### config.mk
export PLATFORM = sky130hd
export DESIGN_NAME = ppcb_pad_pull_control_bank
export DESIGN_NICKNAME = d
export VERILOG_FILES = /design/src/ppcb_pkg.sv /design/src/ppcb_pad_pull_control_bank.sv /design/src/ppcb_mask_reg.sv
export SDC_FILE = /design/constraint.sdc
export NUM_CORES = 1
export LEC_CHECK = 0
export BUFFER_PORTS_ARGS = -buffer_cell sky130_fd_sc_hd__clkbuf_2
export CAP_MARGIN = 20
export CORE_MARGIN = 4
export CORE_UTILIZATION = 47
export CTS_CLUSTER_SIZE = 30
export DETAILED_ROUTE_END_ITERATION = 8
export GPL_ROUTABILITY_DRIVEN = 0
export PLACE_DENSITY = 0.81
export SYNTH_ARGS = -nofsm -noshare
export SYNTH_HDL_FRONTEND = slang
export SYNTH_HIERARCHICAL = 1
export SYNTH_SLANG_ARGS = --single-unit
### constraint.sdc
create_clock -name sys_clk -period 8.1 [get_ports sys_clk]
set_input_delay 0.405 -clock sys_clk [delete_from_list [all_inputs] [get_ports sys_clk]]
set_output_delay 0.405 -clock sys_clk [all_outputs]
set_load 0.05 [all_outputs]
### src/ppcb_pkg.sv
`default_nettype none
package ppcb_pkg;
  // Register byte offsets
  localparam logic [11:0] OFF_P2B = 12'h0124;
  localparam logic [11:0] OFF_P2C = 12'h0128;
  localparam logic [11:0] OFF_P2D = 12'h012c;
  localparam logic [11:0] OFF_P3A = 12'h0130;
  localparam logic [11:0] OFF_P3B = 12'h0134;
  localparam logic [11:0] OFF_P3C = 12'h0138;
  // Reset values of the pull fields
  localparam logic [15:0] RST_P2B = 16'h959a;
  localparam logic [15:0] RST_P2C = 16'h5565;
  localparam logic [15:0] RST_P2D = 16'h55a5;
  localparam logic [15:0] RST_P3A = 16'h55a5;
  localparam logic [15:0] RST_P3B = 16'h5aaa;
  localparam logic [15:0] RST_P3C = 16'h6555;
  // Field layout
  localparam int DATA_W   = 16;
  localparam int MASK_LSB = 16;
  localparam int NUM_REGS = 6;
  // Pull mode encodings
  typedef enum logic [1:0] {
    PULL_NONE   = 2'h0,
    PULL_UP     = 2'h1,
    PULL_DOWN   = 2'h2,
    PULL_KEEPER = 2'h3
  } ppcb_pull_e;
endpackage
`default_nettype wire

### src/ppcb_pad_pull_control_bank.sv
// Operation
// - Mask bit n+16 enables data bit n
// - Unmasked data bits keep previous value
// - Upper half is write-only mask, reads zero
// - Two bits per pad, eight pads per register
// - Codes: zero float, one up, two down
// - Code three selects bus keeper
// - Port2 group B resets to 0x959a
// - Port2 group C resets to 0x5565
// - Port2 group D resets to 0x55a5
// - Port3 group A resets to 0x55a5
// - Port3 group B resets to 0x5aaa
// - Port3 group C resets to 0x6555
//
// Our own choice: register access over Wishbone.
`timescale 1ns/1ps
`default_nettype none
module ppcb_pad_pull_control_bank #(
  parameter int ADDR_W = 12
) (
  input  wire logic              sys_clk,
  input  wire logic              rst,
  input  wire logic              wb_cyc_i,
  input  wire logic              wb_stb_i,
  input  wire logic              wb_we_i,
  input  wire logic [ADDR_W-1:0] wb_adr_i,
  input  wire logic [3:0]        wb_sel_i,
  input  wire logic [31:0]       wb_dat_i,
  output logic      [31:0]       wb_dat_o,
  output logic                   wb_ack_o,
  output logic      [15:0]       pull_field_port2_group_b,
  output logic      [15:0]       pull_field_port2_group_c,
  output logic      [15:0]       pull_field_port2_group_d,
  output logic      [15:0]       pull_field_port3_group_a,
  output logic      [15:0]       pull_field_port3_group_b,
  output logic      [15:0]       pull_field_port3_group_c,
  output logic      [7:0]        pad_pull_up_en [ppcb_pkg::NUM_REGS],
  output logic      [7:0]        pad_pull_down_en [ppcb_pkg::NUM_REGS],
  output logic      [7:0]        pad_keeper_en [ppcb_pkg::NUM_REGS]
);
  localparam int N = ppcb_pkg::NUM_REGS;
  localparam logic [15:0] RST_VALS [N] = '{
    ppcb_pkg::RST_P2B, ppcb_pkg::RST_P2C, ppcb_pkg::RST_P2D,
    ppcb_pkg::RST_P3A, ppcb_pkg::RST_P3B, ppcb_pkg::RST_P3C
  };
  localparam logic [11:0] OFFS [N] = '{
    ppcb_pkg::OFF_P2B, ppcb_pkg::OFF_P2C, ppcb_pkg::OFF_P2D,
    ppcb_pkg::OFF_P3A, ppcb_pkg::OFF_P3B, ppcb_pkg::OFF_P3C
  };

  logic        ack_ff;
  logic [31:0] rdata_ff;
  logic [31:0] nxt_rdata;
  logic [15:0] field [N];
  logic [N-1:0] hit;
  logic [31:0] eff_word;
  logic        req;
  logic        wr_stb;

  // Single-beat request; ack only on the first cycle so each access
  // completes once even while the master still holds stb
  assign req    = wb_cyc_i & wb_stb_i & ~ack_ff;
  assign wr_stb = req & wb_we_i;

  // Byte lanes 3 and 2 gate the mask; wb_sel_i[1:0] are ignored, so the data lanes are never gated
  assign eff_word = {wb_dat_i[31:24] & {8{wb_sel_i[3]}},
                     wb_dat_i[23:16] & {8{wb_sel_i[2]}},
                     wb_dat_i[15:0]};

  genvar g;
  generate
    for (g = 0; g < N; g++) begin : gen_reg
      assign hit[g] = (wb_adr_i[11:0] == OFFS[g]);
      // Reset values per group
      ppcb_mask_reg #(
        .RESET_VAL (RST_VALS[g])
      ) u_reg (
        .sys_clk (sys_clk),
        .rst     (rst),
        .wr_en   (wr_stb & hit[g]),
        .wr_word (eff_word),
        .value   (field[g])
      );
    end
  endgenerate

  // Read mux: upper half always zero, unmapped reads zero
  always_comb begin
    nxt_rdata = 32'h0000_0000;
    for (int i = 0; i < N; i++) begin
      if (hit[i]) begin
        nxt_rdata = {16'h0000, field[i]};
      end
    end
  end

  // Bus answer registered; ack one cycle after the request is seen
  always_ff @(posedge sys_clk or posedge rst) begin
    if (rst) begin
      ack_ff   <= 1'b0;
      rdata_ff <= 32'h0000_0000;
    end else begin
      ack_ff   <= req;
      rdata_ff <= nxt_rdata;
    end
  end

  assign wb_ack_o = ack_ff;
  assign wb_dat_o = rdata_ff;

  // Per-pad decode, registered so outputs come from flops
  logic [15:0] fld_ff [N];
  logic [7:0]  up_ff [N];
  logic [7:0]  dn_ff [N];
  logic [7:0]  kp_ff [N];
  logic [7:0]  nxt_up [N];
  logic [7:0]  nxt_dn [N];
  logic [7:0]  nxt_kp [N];

  generate
    for (g = 0; g < N; g++) begin : gen_dec
      genvar p;
      for (p = 0; p < 8; p++) begin : gen_pad
        // Pad p takes bits 2p+1:2p
        assign nxt_up[g][p] = field[g][2*p+1 -: 2] == ppcb_pkg::PULL_UP;
        assign nxt_dn[g][p] = field[g][2*p+1 -: 2] == ppcb_pkg::PULL_DOWN;
        assign nxt_kp[g][p] = field[g][2*p+1 -: 2] == ppcb_pkg::PULL_KEEPER;
      end
      // Pad controls lag the register by one cycle
      always_ff @(posedge sys_clk or posedge rst) begin
        if (rst) begin
          fld_ff[g] <= RST_VALS[g];
          up_ff[g]  <= 8'h00;
          dn_ff[g]  <= 8'h00;
          kp_ff[g]  <= 8'h00;
        end else begin
          fld_ff[g] <= field[g];
          up_ff[g]  <= nxt_up[g];
          dn_ff[g]  <= nxt_dn[g];
          kp_ff[g]  <= nxt_kp[g];
        end
      end
      assign pad_pull_up_en[g]   = up_ff[g];
      assign pad_pull_down_en[g] = dn_ff[g];
      assign pad_keeper_en[g]    = kp_ff[g];
    end
  endgenerate

  assign pull_field_port2_group_b = fld_ff[0];
  assign pull_field_port2_group_c = fld_ff[1];
  assign pull_field_port2_group_d = fld_ff[2];
  assign pull_field_port3_group_a = fld_ff[3];
  assign pull_field_port3_group_b = fld_ff[4];
  assign pull_field_port3_group_c = fld_ff[5];
endmodule
`default_nettype wire

### src/ppcb_mask_reg.sv
`timescale 1ns/1ps
`default_nettype none
module ppcb_mask_reg #(
  parameter logic [15:0] RESET_VAL = 16'h0000
) (
  input  wire logic        sys_clk,
  input  wire logic        rst,
  input  wire logic        wr_en,
  input  wire logic [31:0] wr_word,
  output logic      [15:0] value
);
  logic [15:0] value_ff;
  logic [15:0] nxt_value;

  // Only bits whose mask bit is one take the new data; the rest hold
  assign nxt_value = (wr_word[31:16] & wr_word[15:0]) |
                     (~wr_word[31:16] & value_ff);
  assign value = value_ff;

  // Upper half is never stored, only the masked lower half
  always_ff @(posedge sys_clk or posedge rst) begin
    if (rst) begin
      value_ff <= RESET_VAL;
    end else if (wr_en) begin
      value_ff <= nxt_value;
    end
  end
endmodule
`default_nettype wire

==> summary.md <==
| Metric | Value |
|---|---|
| Final slew viol count | `0` |
| Hold crit path type | `primary input to asynchronous set/reset pin` |
| # rows | `60` |
| Clock-pin slew on the worst setup and hold paths | `0.07 ns` |
| Synthesized area | `12,890 um^2` |
| Worst-Margin Slew | `1.133 ns` |
| Die area | `30,130 um^2` |
| Logic pwr share | `3.3%` |
| Root Driver | `clkbuf_16` |
| Min Tclk post-route | `3.133 ns` |
| Tcrit/Tclk final | `38.68%` |
| Starting DRT DRC Count | `478` |
| TritonCTS clock tree | `yes` |
| Post-synth EDFFs | `0` |
| Setup Skew | `0.01246 ns` |
| Top Ports | `326` |
| Max-Slew Margin vs Limit | `24.22%` |
| Filler cells | `2,085` |
| Clk sinks | `353` |
| Leakage dissipation | `8.435 nW` |
| Ant diodes | `0` |
| Register-to-Register Path Depth | `5` |
| Number of global-route vias before repair | `8,611` |
| DR WL/cell | `21.19 um` |
| Gr ovfl total | `0` |
| CTS Buffer Depth | `3` |
| Crit Reg-Reg Startpoint | `wb_ack_o` |
| Detailed Route WL | `33,400 um` |
| Ratio of cells with drive above 1 in the final layout | `49.07%` |
| Peak VDD IR | `0.1614 mV` |
| Die height | `173.6 um` |
| Non-Filler Instances | `1,576` |
| Clock Latency Late Sink | `0.51 ns` |
| Netlist cell types | `31` |
| Num CTS Buffers | `37` |
| Avg Cell Area, Syn | `14.73 um^2` |
| # resized after CTS | `0` |
| Startpoint Class | `primary input` |
| Core box area | `26,950 um^2` |
| Critical path required time | `8.48 ns` |
| Internal power | `0.002858 W` |
| Upper clock frequency limit | `319.2 MHz` |
| Switch Pwr | `0.0007639 W` |
| WS Path Type | `primary input to register` |
| Worst Path Max Fanout | `38` |
| Clk network pwr share | `47.9%` |
| RSZ-0062 raised after global routing | `false` |
| Dominant synthesized flop cell | `dfrtp_1` |
| Power consumption | `0.003622 W` |
| Max-cap viol count | `0` |
| Crit path arrival time | `3.52 ns` |
| Post-Place Cells | `1,506` |
| First-pass GRT wire length | `51,250 um` |
| Initial Utilization | `47.81%` |
| Final Setup Violations | `0` |
| Vias | `8,075` |
| Ys async rst share | `100.0%` |
| H-tree levels | `2` |
| First-pass DRT Iterations | `5` |
| Synth Register Bits | `353` |
| Sequential element share of the synthesized area | `69.48%` |
| Vias/cell | `5.124` |
| Drc violations | `0` |
| GRT Total Usage | `21.82%` |
| Flop pwr share | `48.8%` |
| Status | `complete, no violations` |
| Final Hold Violating Endpoints | `0` |
| Setup Fix Bufs, Post-CTS | `0` |
| Crit. End Element | `register` |
| PortBufs | `307` |
| Largest net degree at the start of global routing | `104` |
| HPWL after DPL | `22,320 um` |
| Nets | `1,259` |
| Pwr Density | `226.0 nW/um^2` |
| ANT nets after route | `0` |
| Sw frac | `21.09%` |
| R2R Setup Slk | `5.59 ns` |
| Post-synthesis cell count | `875` |
| Area Overhead vs Synth | `24.36%` |
| Die Wd | `173.6 um` |
| Antenna violations before repair | `0` |
| Yosys warns | `6` |
| Hold-fix buffers, CTS | `0` |
| Final TNS setup | `0 ns` |
[worst max-delay path, stage by stage]
cell	delay, ns
clkbuf_2	0.08
buf_4	0.51
nor3b_4	0.97
nand2_1	0.16
nor2_2	0.85
nand2_1	0.18
mux2_4	0.34
[cell type report]
type	count	area, um^2	share of cell area (%)
Clock buffer	51	1121	6.996
Clock inverter	17	172.7	1.077
Inverter	8	37.54	0.2342
Multi-Input combinational cell	488	3667	22.88
Sequential cell	353	8954	55.87
Tap cell	341	426.7	2.662
Timing Repair Buffer	318	1647	10.27
[kinds of logic (layout without fill, tap and decap cells)]
family	Yosys count	after routing	share of synthesized area, %
mux	112	112	11.54
buf+inv	49	394	2.757
simple gates	296	296	12.62
other cells	1	16	0.02910
flops	353	353	69.48
compound gates	64	64	3.573
[stage by stage]
step | cell area (um^2) | utilization, % | worst slack [ns] | hold WS (ns)
floorplan | 12940 | - | 0.7043 | 0.3130
global placement | 14690 | 54.50 | 4.536 | 0.3815
detailed placement | 14690 | 54.50 | 4.490 | 0.3838
CTS | 15980 | 59.30 | 5.022 | 0.1034
global route | 16030 | 59.46 | 4.896 | 0.09964
finish | 16030 | 59.46 | 4.967 | 0.03072
[cells in the final DEF (no fill, tap or decap), types with 3 or more instances in the layout]
master     synthesis  final
a21oi_1           16     16
a22oi_1           16     16
and2_1            64     64
buf_4             17      9
bufinv_16          0      3
clkbuf_16          0     39
clkbuf_2           1    307
clkbuf_8           0     10
clkinv_2           0     10
conb_1             1     16
dfrtp_1          257    257
dfstp_2           96     96
inv_1              8      7
mux2_2            52     52
mux2_4            60     60
nand2_1           99     99
nor2_1            21     19
nor2b_1           96     96
o21a_1            16     16
o32ai_1           16     16
[layer usage]
metal	up-vias	wire (um)	track usage (%)
met5	-	0	0
met4	0	761	6.368
met3	47	2853	5.453
met2	388	16370	36.49
met1	4101	13420	28.56
li1	3539	-	-
[synthesized netlist by cell type (2+ instances only)]
cell      instances  area share, %
o32ai_1          16            1.1
a22oi_1          16           0.93
and2_1           64            3.1
nor4b_4           2           0.37
dfrtp_1         257             50
nor4_1            2          0.097
o21a_1           16           0.93
mux2_4           60            7.0
mux2_2           52            4.5
nor2b_1          96            4.7
buf_2             7           0.27
nand2_1          99            2.9
nor2_1           21           0.61
buf_4            17           0.99
buf_6            13            1.1
a21oi_1          16           0.62
clkbuf_1          3          0.087
nand3b_1          2           0.12
dfstp_2          96             20
inv_1             8           0.23
nor3_1            2          0.078
[power groups by stage]
stage / Combinational, W / Sequential (W) / Clock (W)
floorplan: 0.0000740 / 0.00180 / 0
global placement: 0.000117 / 0.00180 / 0
detailed placement: 0.000120 / 0.00180 / 0
CTS: 0.000121 / 0.00177 / 0.00177
global route: 0.000133 / 0.00177 / 0.00185
finish: 0.000121 / 0.00177 / 0.00173
[worst max path at each step]
stage,from,end,slack [ns],cells after the start
global route,wb_adr_i[3],register,4.90,7
global placement,wb_adr_i[3],register,4.54,7
floorplan,rst,pad_keeper_en[0],0.70,1
CTS,wb_adr_i[3],register,5.02,7
finish,wb_adr_i[3],register,4.97,7
detailed placement,wb_adr_i[3],register,4.49,7
Note: power is estimated with default switching activity, not from simulation.
